## config.mk

```make
export PLATFORM = sky130hd
export DESIGN_NAME = fsc_status_protect
export DESIGN_NICKNAME = d
export VERILOG_FILES = /design/src/include/fsc_pkg.sv /design/src/fsc_status_protect.sv
export SDC_FILE = /design/constraint.sdc
export NUM_CORES = 2
export LEC_CHECK = 0
export BUFFER_PORTS_ARGS = -buffer_cell sky130_fd_sc_hd__buf_2
export CORE_UTILIZATION = 66
export CTS_BUF_LIST = sky130_fd_sc_hd__clkbuf_2
export DETAILED_ROUTE_END_ITERATION = 10
export MAX_ROUTING_LAYER = met4
export PLACE_DENSITY_LB_ADDON = 0.3
export SYNTH_ARGS = -nofsm -noshare
export SYNTH_HDL_FRONTEND = slang
export SYNTH_SLANG_ARGS = --single-unit
export TNS_END_PERCENT = 50
```

## constraint.sdc

```tcl
create_clock -name clk_sys -period 42.3 [get_ports clk_sys]
set_clock_uncertainty 0.15 [all_clocks]
set_input_delay 4.23 -clock clk_sys [delete_from_list [all_inputs] [get_ports clk_sys]]
set_output_delay 4.23 -clock clk_sys [all_outputs]
set_load 0.1 [all_outputs]
```

## src/include/fsc_pkg.sv

```systemverilog
// Constants and types shared by the flash status and protection logic
package fsc_pkg;
  // Command codes seen after a frame ends
  localparam logic [7:0] CMD_WREN      = 8'h06;
  localparam logic [7:0] CMD_WRSR1     = 8'h01;
  localparam logic [7:0] CMD_WRSR2     = 8'h31;
  localparam logic [7:0] CMD_WRSR3     = 8'h11;
  localparam logic [7:0] CMD_SUSPEND   = 8'h75;
  localparam logic [7:0] CMD_RESUME    = 8'h7A;
  localparam logic [7:0] CMD_ENTER4B   = 8'hB7;
  localparam logic [7:0] CMD_EXIT4B    = 8'hE9;
  localparam logic [7:0] CMD_PROG      = 8'h02;
  localparam logic [7:0] CMD_QPROG     = 8'h32;
  localparam logic [7:0] CMD_SERASE    = 8'h20;
  localparam logic [7:0] CMD_BERASE32  = 8'h52;
  localparam logic [7:0] CMD_BERASE64  = 8'hD8;
  localparam logic [7:0] CMD_CERASE    = 8'hC7;
  localparam logic [7:0] CMD_SECPROG   = 8'h42;
  localparam logic [7:0] CMD_SECERASE  = 8'h44;
  localparam logic [7:0] CMD_BLKLOCK   = 8'h36;
  localparam logic [7:0] CMD_BLKUNLOCK = 8'h39;
  // Array geometry
  localparam int ADDR_W = 26;
  localparam int BLK_W  = 10;
  localparam int SEC_W  = 4;
  localparam int AREA_LSB = 12;
  localparam logic [10:0] BLK_CNT  = 11'h400;
  localparam logic [3:0]  SIZE_NONE = 4'h0;
  localparam logic [3:0]  SIZE_ALL  = 4'hB;
  // Field positions within each 8-bit status register
  localparam int BP_LSB  = 2;
  localparam int TB_BIT  = 6;
  localparam int QE_BIT  = 1;
  localparam int LB_LSB  = 2;
  localparam int CMP_BIT = 6;
  localparam int SUS_BIT = 7;
  localparam int ADS_BIT = 0;
  localparam int ADP_BIT = 1;
  localparam int WPS_BIT = 2;
  localparam int DRV_LSB = 5;
  // Reset values
  localparam logic [3:0] BP_RST  = 4'h0;
  localparam logic [3:0] LB_RST  = 4'h0;
  localparam logic [1:0] DRV_RST = 2'h0;
  // Drive strength in percent
  localparam logic [6:0] DRV_PCT_100 = 7'h64;
  localparam logic [6:0] DRV_PCT_75  = 7'h4B;
  localparam logic [6:0] DRV_PCT_50  = 7'h32;
  localparam logic [6:0] DRV_PCT_25  = 7'h19;
  typedef enum logic [1:0] {
    ST_IDLE = 2'b01,
    ST_EVAL = 2'b10
  } fsc_state_t;
endpackage

```

## src/fsc_status_protect.sv

```systemverilog
// Status/configuration bits and array write-protection decode
`timescale 1ns/1ps
// Summary of operation
// - Suspend command 75h sets the read-only suspend flag.
// - Resume command 7Ah or a power cycle clears the suspend flag.
// - Four security-area lock bits reset to 0, each settable by status write.
// - A set lock bit stays set; its security area becomes read-only.
// - Quad enable low: pause pin active, only standard and dual transfers.
// - Quad enable high: IO2/IO3 on, pause off, quad transfers allowed.
// - Read-only bit shows current address width, 0 three, 1 four bytes.
// - Power-up width bit read only at init, written only by 06h then 11h.
// - Power-up width bit picks three- or four-byte mode at start.
// - Scheme select 0 uses size-code decode; 1 uses per-block locks.
// - Every per-block/sector lock bit is 1 after power-on or device reset.
// - Drive field 00/01/10/11 gives 100/75/50/25 percent strength.
// - Reserved bits read as zero; writes to them do nothing.
// - Size code 0 none, 1-10 gives 2^(code-1) blocks, 11-15 all.
// - Erase or program touching a protected range is ignored.
// - Complement bit inverts the protected range.
// - Lock mode ignores erase/program on a locked block or edge sector.
module fsc_status_protect #(
  parameter int ADDR_W = fsc_pkg::ADDR_W
) (
  // Clock and power-on reset
  input  wire logic              clk_sys,
  input  wire logic              rst,
  // Serial front end, all asynchronous to clk_sys
  input  wire logic              sclk,
  input  wire logic              csN,
  input  wire logic [7:0]        cmdCode,
  input  wire logic [ADDR_W-1:0] cmdAddr,
  input  wire logic [7:0]        cmdData,
  input  wire logic              cmdQuad,
  input  wire logic              devReset,
  // Array operation verdict
  output logic                   opGo,
  output logic                   opReject,
  // Status read-back
  output logic [7:0]             firstStatus,
  output logic [7:0]             secondStatusConfig,
  output logic [7:0]             thirdStatusConfig,
  // Pin and pad control
  output logic                   io23Enable,
  output logic                   pauseEnable,
  output logic                   addr4Byte,
  output logic [6:0]             drivePct
);
  localparam int SW = 18 + ADDR_W + 2;
  localparam logic [SW-1:0] PIN_RST = {{(SW-1){1'b0}}, 1'b1};
  localparam int BW = fsc_pkg::BLK_W;
  localparam int CW = fsc_pkg::SEC_W;

  if (ADDR_W != fsc_pkg::ADDR_W)
  begin : gBadAddr
    $error("Only a 26-bit array address is supported");
  end

  logic [SW-1:0]       pinMeta_r;
  logic [SW-1:0]       pinSync_r;
  logic [7:0]          sCode;
  logic [ADDR_W-1:0]   sAddr;
  logic [7:0]          sData;
  logic                sQuad;
  logic                sDevRst;
  logic                sSclk;
  logic                sCsN;
  logic                csPrev_r;
  logic                sclkPrev_r;
  logic                devRstPrev_r;
  logic                clkSeen_r;
  logic                frameEnd;
  logic                devRstPulse;
  fsc_pkg::fsc_state_t state_r;
  logic [7:0]          code_r;
  logic [ADDR_W-1:0]   addr_r;
  logic [7:0]          data_r;
  logic                quad_r;
  logic                initPend_r;
  // Status fields
  logic                suspendFlag_r;
  logic [3:0]          securityAreaLocks_r;
  logic                quadIoSelect_r;
  logic                currentAddrWidth_r;
  logic                powerupAddrWidth_r;
  logic                protectSchemeSelect_r;
  logic [1:0]          outputDriveLevel_r;
  logic                complementRegion_r;
  logic                bottomSelect_r;
  logic [3:0]          regionSizeCode_r;
  logic                wel_r;
  logic [1023:0]       blkLock_r;
  logic [31:0]         secLock_r;
  // Decode
  logic                eval;
  logic                isArray;
  logic                isSec;
  logic                isCe;
  logic                quadBad;
  logic [BW-1:0]       blk;
  logic [CW-1:0]       sec;
  logic                edgeBlk;
  logic [10:0]         spanCnt;
  logic [10:0]         rLo;
  logic [10:0]         rHi;
  logic [10:0]         opLo;
  logic [10:0]         opHi;
  logic                spanNone;
  logic                protHit;
  logic                lockHit;
  logic                secHit;
  logic                refuse;
  logic                doCmd;
  logic                accepted;
  logic                rejected;

  // Two-stage synchroniser for every pin
  always_ff @(posedge clk_sys or posedge rst)
  begin
    if (rst)
    begin
      pinMeta_r <= PIN_RST;
      pinSync_r <= PIN_RST;
    end
    else
    begin
      pinMeta_r <= {cmdCode, cmdAddr, cmdData, cmdQuad, devReset, sclk, csN};
      pinSync_r <= pinMeta_r;
    end
  end
  assign {sCode, sAddr, sData, sQuad, sDevRst, sSclk, sCsN} = pinSync_r;

  // Frame boundary; a frame with no clock edge carries no command
  always_ff @(posedge clk_sys or posedge rst)
  begin
    if (rst)
    begin
      csPrev_r     <= 1'b1;
      sclkPrev_r   <= 1'b0;
      devRstPrev_r <= 1'b0;
      clkSeen_r    <= 1'b0;
    end
    else
    begin
      csPrev_r     <= sCsN;
      sclkPrev_r   <= sSclk;
      devRstPrev_r <= sDevRst;
      if (sCsN)
        clkSeen_r <= 1'b0;
      else if (sSclk && !sclkPrev_r)
        clkSeen_r <= 1'b1;
    end
  end
  assign frameEnd    = sCsN && !csPrev_r && clkSeen_r;
  assign devRstPulse = sDevRst && !devRstPrev_r;

  // Command capture, one evaluation cycle per frame
  always_ff @(posedge clk_sys or posedge rst)
  begin
    if (rst)
    begin
      state_r <= fsc_pkg::ST_IDLE;
      code_r  <= 8'h00;
      addr_r  <= '0;
      data_r  <= 8'h00;
      quad_r  <= 1'b0;
    end
    else
    begin
      case (state_r)
        fsc_pkg::ST_IDLE:
          if (frameEnd)
          begin
            code_r  <= sCode;
            addr_r  <= sAddr;
            data_r  <= sData;
            quad_r  <= sQuad;
            state_r <= fsc_pkg::ST_EVAL;
          end
        fsc_pkg::ST_EVAL: state_r <= fsc_pkg::ST_IDLE;
        default:          state_r <= fsc_pkg::ST_IDLE;
      endcase
    end
  end

  assign eval    = (state_r == fsc_pkg::ST_EVAL);
  assign isCe    = (code_r == fsc_pkg::CMD_CERASE);
  assign isArray = isCe || code_r == fsc_pkg::CMD_PROG ||
                   code_r == fsc_pkg::CMD_QPROG ||
                   code_r == fsc_pkg::CMD_SERASE ||
                   code_r == fsc_pkg::CMD_BERASE32 ||
                   code_r == fsc_pkg::CMD_BERASE64;
  assign isSec   = code_r == fsc_pkg::CMD_SECPROG ||
                   code_r == fsc_pkg::CMD_SECERASE;
  assign quadBad = quad_r && !quadIoSelect_r;
  assign blk     = addr_r[ADDR_W-1 -: BW];
  assign sec     = addr_r[ADDR_W-BW-1 -: CW];
  assign edgeBlk = (blk == '0) || (blk == '1);

  // Size-code range; complement turns "overlaps" into "not inside"
  always_comb
  begin
    spanNone = (regionSizeCode_r == fsc_pkg::SIZE_NONE);
    spanCnt  = 11'h001 << (regionSizeCode_r - 4'h1);
    if (regionSizeCode_r >= fsc_pkg::SIZE_ALL)
      spanCnt = fsc_pkg::BLK_CNT;
    if (bottomSelect_r)
    begin
      rLo = 11'h000;
      rHi = spanCnt - 11'h001;
    end
    else
    begin
      rLo = fsc_pkg::BLK_CNT - spanCnt;
      rHi = fsc_pkg::BLK_CNT - 11'h001;
    end
    opLo = isCe ? 11'h000 : {1'b0, blk};
    opHi = isCe ? fsc_pkg::BLK_CNT - 11'h001 : {1'b0, blk};
    if (complementRegion_r)
      protHit = spanNone || opLo < rLo || opHi > rHi;
    else
      protHit = !spanNone && opHi >= rLo && opLo <= rHi;
  end

  // Per-block locks; the edge blocks are locked per 4KB sector
  always_comb
  begin
    if (isCe)
      lockHit = (|blkLock_r[1022:1]) || (|secLock_r);
    else if (edgeBlk && code_r == fsc_pkg::CMD_BERASE64)
      lockHit = |secLock_r[blk[0]*16 +: 16];
    else if (edgeBlk)
      lockHit = secLock_r[{blk[0], sec}];
    else
      lockHit = blkLock_r[blk];
  end

  assign secHit   = securityAreaLocks_r[addr_r[fsc_pkg::AREA_LSB +: 2]];
  // Verdict uses fields as they stand in the evaluation cycle
  assign refuse   = !wel_r || (isSec && secHit) || (isArray &&
                    (protectSchemeSelect_r ? lockHit : protHit));
  assign doCmd    = eval && !quadBad;
  assign accepted = doCmd && (isArray || isSec) && !refuse;
  assign rejected = eval && (quadBad || ((isArray || isSec) && refuse));

  always_ff @(posedge clk_sys or posedge rst)
  begin
    if (rst)
    begin
      opGo     <= 1'b0;
      opReject <= 1'b0;
    end
    else
    begin
      opGo     <= accepted;
      opReject <= rejected;
    end
  end

  // Write enable latch, dropped by array, security-area and status-write commands; block lock/unlock leave it set
  always_ff @(posedge clk_sys or posedge rst)
  begin
    if (rst)
      wel_r <= 1'b0;
    else if (doCmd && code_r == fsc_pkg::CMD_WREN)
      wel_r <= 1'b1;
    else if (doCmd && (isArray || isSec || code_r == fsc_pkg::CMD_WRSR1 ||
             code_r == fsc_pkg::CMD_WRSR2 || code_r == fsc_pkg::CMD_WRSR3))
      wel_r <= 1'b0;
  end

  // Suspend flag; power cycle is modelled by rst
  always_ff @(posedge clk_sys or posedge rst)
  begin
    if (rst)
      suspendFlag_r <= 1'b0;
    else if (doCmd && code_r == fsc_pkg::CMD_SUSPEND)
      suspendFlag_r <= 1'b1;
    else if (doCmd && code_r == fsc_pkg::CMD_RESUME)
      suspendFlag_r <= 1'b0;
  end

  // Writable status fields; reserved and read-only bits are not stored
  always_ff @(posedge clk_sys or posedge rst)
  begin
    if (rst)
    begin
      regionSizeCode_r      <= fsc_pkg::BP_RST;
      bottomSelect_r        <= 1'b0;
      complementRegion_r    <= 1'b0;
      quadIoSelect_r        <= 1'b0;
      securityAreaLocks_r   <= fsc_pkg::LB_RST;
      powerupAddrWidth_r    <= 1'b0;
      protectSchemeSelect_r <= 1'b0;
      outputDriveLevel_r    <= fsc_pkg::DRV_RST;
    end
    else if (doCmd && wel_r)
    begin
      if (code_r == fsc_pkg::CMD_WRSR1)
      begin
        regionSizeCode_r <= data_r[fsc_pkg::BP_LSB +: 4];
        bottomSelect_r   <= data_r[fsc_pkg::TB_BIT];
      end
      if (code_r == fsc_pkg::CMD_WRSR2)
      begin
        complementRegion_r  <= data_r[fsc_pkg::CMP_BIT];
        quadIoSelect_r      <= data_r[fsc_pkg::QE_BIT];
        // One-time bits only ever gain ones
        securityAreaLocks_r <= securityAreaLocks_r |
                               data_r[fsc_pkg::LB_LSB +: 4];
      end
      if (code_r == fsc_pkg::CMD_WRSR3)
      begin
        powerupAddrWidth_r    <= data_r[fsc_pkg::ADP_BIT];
        protectSchemeSelect_r <= data_r[fsc_pkg::WPS_BIT];
        outputDriveLevel_r    <= data_r[fsc_pkg::DRV_LSB +: 2];
      end
    end
  end

  // Address width loads from the power-up bit after reset release
  always_ff @(posedge clk_sys or posedge rst)
  begin
    if (rst)
    begin
      initPend_r         <= 1'b1;
      currentAddrWidth_r <= 1'b0;
    end
    else
    begin
      initPend_r <= devRstPulse;
      if (initPend_r)
        currentAddrWidth_r <= powerupAddrWidth_r;
      else if (doCmd && code_r == fsc_pkg::CMD_ENTER4B)
        currentAddrWidth_r <= 1'b1;
      else if (doCmd && code_r == fsc_pkg::CMD_EXIT4B)
        currentAddrWidth_r <= 1'b0;
    end
  end

  // Individual locks; unused edge entries of blkLock_r stay set
  always_ff @(posedge clk_sys or posedge rst)
  begin
    if (rst)
    begin
      blkLock_r <= '1;
      secLock_r <= '1;
    end
    else if (devRstPulse)
    begin
      blkLock_r <= '1;
      secLock_r <= '1;
    end
    else if (doCmd && (code_r == fsc_pkg::CMD_BLKLOCK ||
             code_r == fsc_pkg::CMD_BLKUNLOCK))
    begin
      if (edgeBlk)
        secLock_r[{blk[0], sec}] <= (code_r == fsc_pkg::CMD_BLKLOCK);
      else
        blkLock_r[blk] <= (code_r == fsc_pkg::CMD_BLKLOCK);
    end
  end

  // Drive strength lookup, registered for the pad
  always_ff @(posedge clk_sys or posedge rst)
  begin
    if (rst)
      drivePct <= fsc_pkg::DRV_PCT_100;
    else
      case (outputDriveLevel_r)
        2'h0:    drivePct <= fsc_pkg::DRV_PCT_100;
        2'h1:    drivePct <= fsc_pkg::DRV_PCT_75;
        2'h2:    drivePct <= fsc_pkg::DRV_PCT_50;
        default: drivePct <= fsc_pkg::DRV_PCT_25;
      endcase
  end

  // Read-back never depends on busy or suspend state
  always_comb
  begin
    firstStatus        = 8'h00;
    secondStatusConfig = 8'h00;
    thirdStatusConfig  = 8'h00;
    firstStatus[fsc_pkg::BP_LSB +: 4] = regionSizeCode_r;
    firstStatus[fsc_pkg::TB_BIT]      = bottomSelect_r;
    secondStatusConfig[fsc_pkg::SUS_BIT]    = suspendFlag_r;
    secondStatusConfig[fsc_pkg::CMP_BIT]    = complementRegion_r;
    secondStatusConfig[fsc_pkg::LB_LSB +: 4] = securityAreaLocks_r;
    secondStatusConfig[fsc_pkg::QE_BIT]     = quadIoSelect_r;
    thirdStatusConfig[fsc_pkg::ADS_BIT]     = currentAddrWidth_r;
    thirdStatusConfig[fsc_pkg::ADP_BIT]     = powerupAddrWidth_r;
    thirdStatusConfig[fsc_pkg::WPS_BIT]     = protectSchemeSelect_r;
    thirdStatusConfig[fsc_pkg::DRV_LSB +: 2] = outputDriveLevel_r;
  end

  assign io23Enable  = quadIoSelect_r;
  assign pauseEnable = !quadIoSelect_r;
  assign addr4Byte   = currentAddrWidth_r;

  susSet_a: assert property (@(posedge clk_sys) disable iff (rst)
    doCmd && code_r == fsc_pkg::CMD_SUSPEND
    |=> secondStatusConfig[fsc_pkg::SUS_BIT])
    else $error("suspend flag not set");
  susClr_a: assert property (@(posedge clk_sys) disable iff (rst)
    doCmd && code_r == fsc_pkg::CMD_RESUME |=> !suspendFlag_r ##1
    !suspendFlag_r || $past(frameEnd, 2) || state_r == fsc_pkg::ST_EVAL)
    else $error("suspend flag not cleared");
  lockSticky_a: assert property (@(posedge clk_sys) disable iff (rst)
    (securityAreaLocks_r & $past(securityAreaLocks_r)) ==
    $past(securityAreaLocks_r))
    else $error("security lock bit fell");
  quadRefuse_a: assert property (@(posedge clk_sys) disable iff (rst)
    eval && quad_r && !quadIoSelect_r |=> opReject && !opGo)
    else $error("quad command taken with quad off");
  adsInit_a: assert property (@(posedge clk_sys) disable iff (rst)
    initPend_r |=> currentAddrWidth_r == $past(powerupAddrWidth_r))
    else $error("address width not loaded at init");
  driveMap_a: assert property (@(posedge clk_sys) disable iff (rst)
    outputDriveLevel_r == 2'h2 && $stable(outputDriveLevel_r)
    |=> drivePct == fsc_pkg::DRV_PCT_50)
    else $error("drive strength mismatch");
  topBlock_a: assert property (@(posedge clk_sys) disable iff (rst)
    eval && isArray && !isCe && !protectSchemeSelect_r && !quadBad &&
    !complementRegion_r && !bottomSelect_r && regionSizeCode_r == 4'h1 &&
    blk == 10'h3FF |=> opReject)
    else $error("top block not protected");
  cmpAll_a: assert property (@(posedge clk_sys) disable iff (rst)
    eval && isArray && !protectSchemeSelect_r && complementRegion_r &&
    regionSizeCode_r == fsc_pkg::SIZE_NONE |=> !opGo ##1 !opGo)
    else $error("complement of none left array open");
  noProtGo_a: assert property (@(posedge clk_sys) disable iff (rst)
    opGo |-> $past(!protHit || protectSchemeSelect_r || isSec))
    else $error("protected range accepted");
  lockRst_a: assert property (@(posedge clk_sys) disable iff (rst)
    devRstPulse |=> (&secLock_r) && (&blkLock_r))
    else $error("locks not set by device reset");
  goCov: cover property (@(posedge clk_sys) disable iff (rst) opGo);
  rejCov: cover property (@(posedge clk_sys) disable iff (rst)
    opReject && $past(protHit));
  susCov: cover property (@(posedge clk_sys) disable iff (rst)
    $rose(suspendFlag_r));
endmodule

```

* Word level (Yosys, flattened, before mapping)
Cells that the tools add are included.
** Operators by class
- Magnitude comparators :: 10
- Add/sub/neg operators :: 3
- Eq/ne operators :: 25
- Bitwise gates (word level) :: 1
- Shift operators :: 2
- Reduce and logical (&&, ||, !) cells :: 69
- Divide/modulo/power cells :: 0
- $mul :: 0
- Muxes and demuxes :: 40
** Operators with widths (number)
- two-way mux 1024 bit :: 3
- bitwise mux 1024 bit :: 1
- OR reduction 1022 bit :: 1
- two-way mux 32 bit :: 3
- equality test 8 x 6 -> 1 bit, second input constant :: 5
- equality test 8 x 7 -> 1 bit, second input constant :: 5
- two-way mux 11 bit :: 3
- bitwise mux 32 bit :: 1
- equality test 8 bit, second input constant :: 4
- OR reduction 32 bit :: 1
- variable part select 32 x 6 -> 16 bit :: 1
- logical AND 1 bit :: 25
- case mux 7 bit (3 select lines) :: 1
- two-way mux 10 bit :: 2
- two-way mux 1 bit :: 19
- logical OR 1 bit :: 18
- OR reduction 16 bit :: 1
- AND reduction 2 bit :: 6
- greater-or-equal comparator 10 x 11 -> 1 bit :: 1
- > comparator 10 x 11 -> 1 bit :: 1
- less-or-equal comparator 10 x 11 -> 1 bit :: 1
- < comparator 10 x 11 -> 1 bit :: 1
- < comparator 10 x 11 -> 1 bit, second input constant :: 1
- << shifter 1 x 4 -> 11 bit, first input constant :: 1
- 29 further kinds :: 44
** Word-level totals
- Bits in latches :: 0
- Logic and storage cells :: 178
- Memories kept :: 0
- Memory bits (read-only) :: 0
- Output and inout port bits :: 36
- Bits in registers :: 1224
- RAM bits :: 0

* Logic depth before layout (Yosys ltp)
- Depth after elaboration :: 15
- Mapped depth :: 19

* Worst setup path before layout
No wires, ideal clock.
- Path kind :: flip-flop to output port
- From :: register quadIoSelect_r (netlist: io23Enable)
- To :: output port pauseEnable
- Data required time :: 37920 ps
- Slack :: 36310 ps
- Path buffers :: 0
- Cell stages (with the launch flop) :: 2
- Data arrival time :: 1610 ps
- Path through :: dfrtp_1 -> inv_1
** Between the ends
- Word-level cells in the longest chain between the ends :: 1
** RTL lines
- start, declared :: line fsc_status_protect.sv:82 : logic quadIoSelect_r;
- start signal, assigned :: line fsc_status_protect.sv:306 : quadIoSelect_r <= data_r[fsc_pkg::QE_BIT];
- logical NOT 1 bit :: line fsc_status_protect.sv:396 : assign pauseEnable = !quadIoSelect_r;
- end, declared :: line fsc_status_protect.sv:44 : output logic pauseEnable,
No other way between the ends.

* Final worst setup path
- From :: register regionSizeCode_r[3]
- To :: output port firstStatus[5]
** RTL lines
- start, declared :: line fsc_status_protect.sv:89 : logic [3:0] regionSizeCode_r;
- start signal, assigned :: line fsc_status_protect.sv:287 : regionSizeCode_r <= fsc_pkg::BP_RST;
- start signal, assigned :: line fsc_status_protect.sv:300 : regionSizeCode_r <= data_r[fsc_pkg::BP_LSB +: 4];
- end, declared :: line fsc_status_protect.sv:39 : output logic [7:0] firstStatus,
No word-level cell between the ends.

==> metrics.csv <==
metric,value,unit
status,finished with violations,
violations,capacitance limit,
crit_type,flop to output pin,
drc,0,
cp-startpoint,regionSizeCode_r[3],
layout_commonest_cell,dfstp_2,
synth-async-reset-ratio,100,%
pin_count,84,
core,93500,um2
grt_pass1_wl,313000,um
synth.area.mux_share,9.10,%
cts_sinks,1182,
finalHoldViolations,0,
hold_class,flop to flop,
critical_path.max_fanout,16,
p_per_area,35.8,nW/um2
synthAdderAreaFrac,0.879,%
cpPeakStageDelay,0.71,ns
grt_antenna_before_repair,7,
cts_tree,yes,
vias_per_cell,7.83,
yosysWarnings,0,
drt_pass1_iterations,10,
drtAntennaViolNets,0,
reg2reg_to,opReject,
multi_input_area,28200,um2
vdd_drop_max,0.0278,mV
p_leak,22.3,nW
relSlewSlack,1.80,%
cp-endpoint,firstStatus[5],
rrSetupSlack,35.93,ns
yosysSeqAreaShare,49.6,%
grt.overflow.total,0,
grt_pass1_vias,51100,
dr_wl_met3,29200,um
rsz0062_at_grt,no,
worstPathArrival,2.81,ns
gp_congestion,0.937,
cts_buffers,315,
yosys.area_share.simple,8.15,%
startpoint_type,flop,
ys_seq_elements,1182,
slew_violations,0,
syn_area,62300,um2
r2r_cells,10,
area_delta_synth_final,3.96,%
path_delay_family,flip-flops,
fin_crit_sh,17.0,%
synth_compound_area_share,26.6,%
fmax,139,MHz
crit_buf_inv,1,
num_rows,112,
clockBufferDepth,4,
die_w,309,um
path_cells,buf_2,
drt-total-wl,208000,um
fillerInstances,6978,
start_util,66.7,%
synth_top_family_by_area,compound AO/OA/AOI/OAI gates,
setup_viol,0,
wl_met1,77300,um
wl_per_cell,29.6,um
port_buffers,62,
synth_cells,5854,
layout_common_cells,"dfstp_2, o21ai_0, o311ai_0, clkbuf_2, mux2i_1",
die-area,95700,um2
drive_gt1_share,32.5,%
synth.distinct_cells,79,
cp.required,37.92,ns
cts_setup_buffers,0,
period_minus_slack,7.19,ns
avgSynthCellArea,10.6,um2
hpwlAfterDp,111000,um
dr_wl_met2,88100,um
fin_tns_setup,0,ns
synth_xor_area_share,0.0703,%
ctsHoldBuffers,0,
synth-edff-count,0,
highest_layer,met4,
htreeDepth,5,
worstMarginPinSlew,1.46,ns
die_h,309,um
drt_iter0_drc,9694,
seq_area,30900,um2
nNetsFinal,5646,
crit_cells,1,
grt_usage,44.4,%
cp_slowest_cell,dfrtp_1,
cts_resized,0,
grt_max_degree,260,
vias,55000,
cts_root_buf,clkbuf_2,
synth_flop_cell,dfstp_2,
clock_latency,1.58,ns
worstReg2RegStart,addr_r[17],
postLayoutCoreUtil,69.3,%
path_clk_slew,0.11,ns
max_cap_violations,1,
end_kind,output pin,
## layout make-up
| type | instances | area share, % |
|---|---|---|
| inverter | 21 | 0.133 |
| clock buffer | 461 | 3.56 |
| antenna | 7 | 0.0270 |
| sequential | 1182 | 47.7 |
| tap | 1254 | 2.42 |
| multi-input combinational | 3846 | 43.5 |
| clock inverter | 62 | 0.575 |
| timing repair buffer | 189 | 2.05 |
## how the worst min path moves through the flow
| stage | slack (ns) | start | end | cells after the start |
|---|---|---|---|---|
| 2_1_floorplan | 0.18 | pinMeta_r[10] | pinSync_r[10] | 0 |
| 3_3_place_gp | 0.18 | pinMeta_r[10] | pinSync_r[10] | 0 |
| 3_5_place_dp | 0.19 | pinMeta_r[28] | pinSync_r[28] | 0 |
| 4_1_cts | 0.16 | pinMeta_r[28] | pinSync_r[28] | 0 |
| 5_1_grt | 0.18 | pinMeta_r[28] | pinSync_r[28] | 0 |
| 6_report | 0.16 | pinMeta_r[26] | pinSync_r[26] | 0 |
## per-stage QoR
stage	cells	area [um2]	hold slack (ns)	setup WS (ns)	power (mW)
6_report	7022	64800	0.159	35.11	2.32
4_1_cts	7015	64800	0.161	34.99	2.31
5_1_grt	7019	64800	0.182	34.99	2.39
2_1_floorplan	5860	62400	0.181	6.38	1.42
3_3_place_gp	6492	62100	0.182	34.60	1.52
3_5_place_dp	6492	62100	0.186	34.59	1.52
## per-layer routing
metal | global-route usage (%) | vias to the layer above
met5 | - | -
met4 | 25.9 | 0
met3 | 13.1 | 977
met2 | 60.3 | 4074
met1 | 58.8 | 26800
li1 | - | 23100
## report_power, final
part / internal (mW) / switching (mW) / leakage (nW)
Sequential: 1.15 / 0.0279 / 12.6
Clock: 0.317 / 0.482 / 2.10
Combinational: 0.0978 / 0.253 / 7.53
Total: 1.56 / 0.763 / 22.3
## registers in the layout, indices dropped and copies added, names as in the netlist, 2 cells and up
name                 count
addr_r                  14
blkLock_r             1024
code_r                   8
data_r                   6
drivePct                 6
outputDriveLevel_r       2
pinMeta_r               32
pinSync_r               32
regionSizeCode_r         4
secLock_r               32
securityAreaLocks_r      4
state_r                  2
## cell families after synthesis
| group | count (synthesis) |
|---|---|
| flops | 1182 |
| mux | 493 |
| compound gates | 2402 |
| xor+xnor | 5 |
| fa+ha+maj | 44 |
| other cells | 1 |
| simple gates | 895 |
| buf+inv | 832 |
## Yosys cell counts, types with 26 or more instances
| master | instances | area [um2] |
|---|---|---|
| nor3_1 | 30 | 150 |
| mux2i_1 | 424 | 4240 |
| dfstp_2 | 1064 | 28000 |
| a22oi_1 | 197 | 1480 |
| dfrtp_1 | 118 | 2950 |
| buf_1 | 102 | 383 |
| nor2_1 | 44 | 165 |
| clkbuf_1 | 576 | 2160 |
| mux4_2 | 58 | 1310 |
| o21ai_0 | 1021 | 5110 |
| nand4_1 | 120 | 751 |
| buf_2 | 67 | 335 |
| nand2b_1 | 26 | 163 |
| nor4_1 | 290 | 1810 |
| buf_4 | 51 | 383 |
| o21ai_1 | 37 | 185 |
| o311ai_1 | 257 | 2250 |
| nand2_1 | 241 | 905 |
| a21oi_1 | 38 | 190 |
| o311ai_0 | 765 | 6700 |
| ha_1 | 43 | 538 |
(Power assumes the default switching activity.)
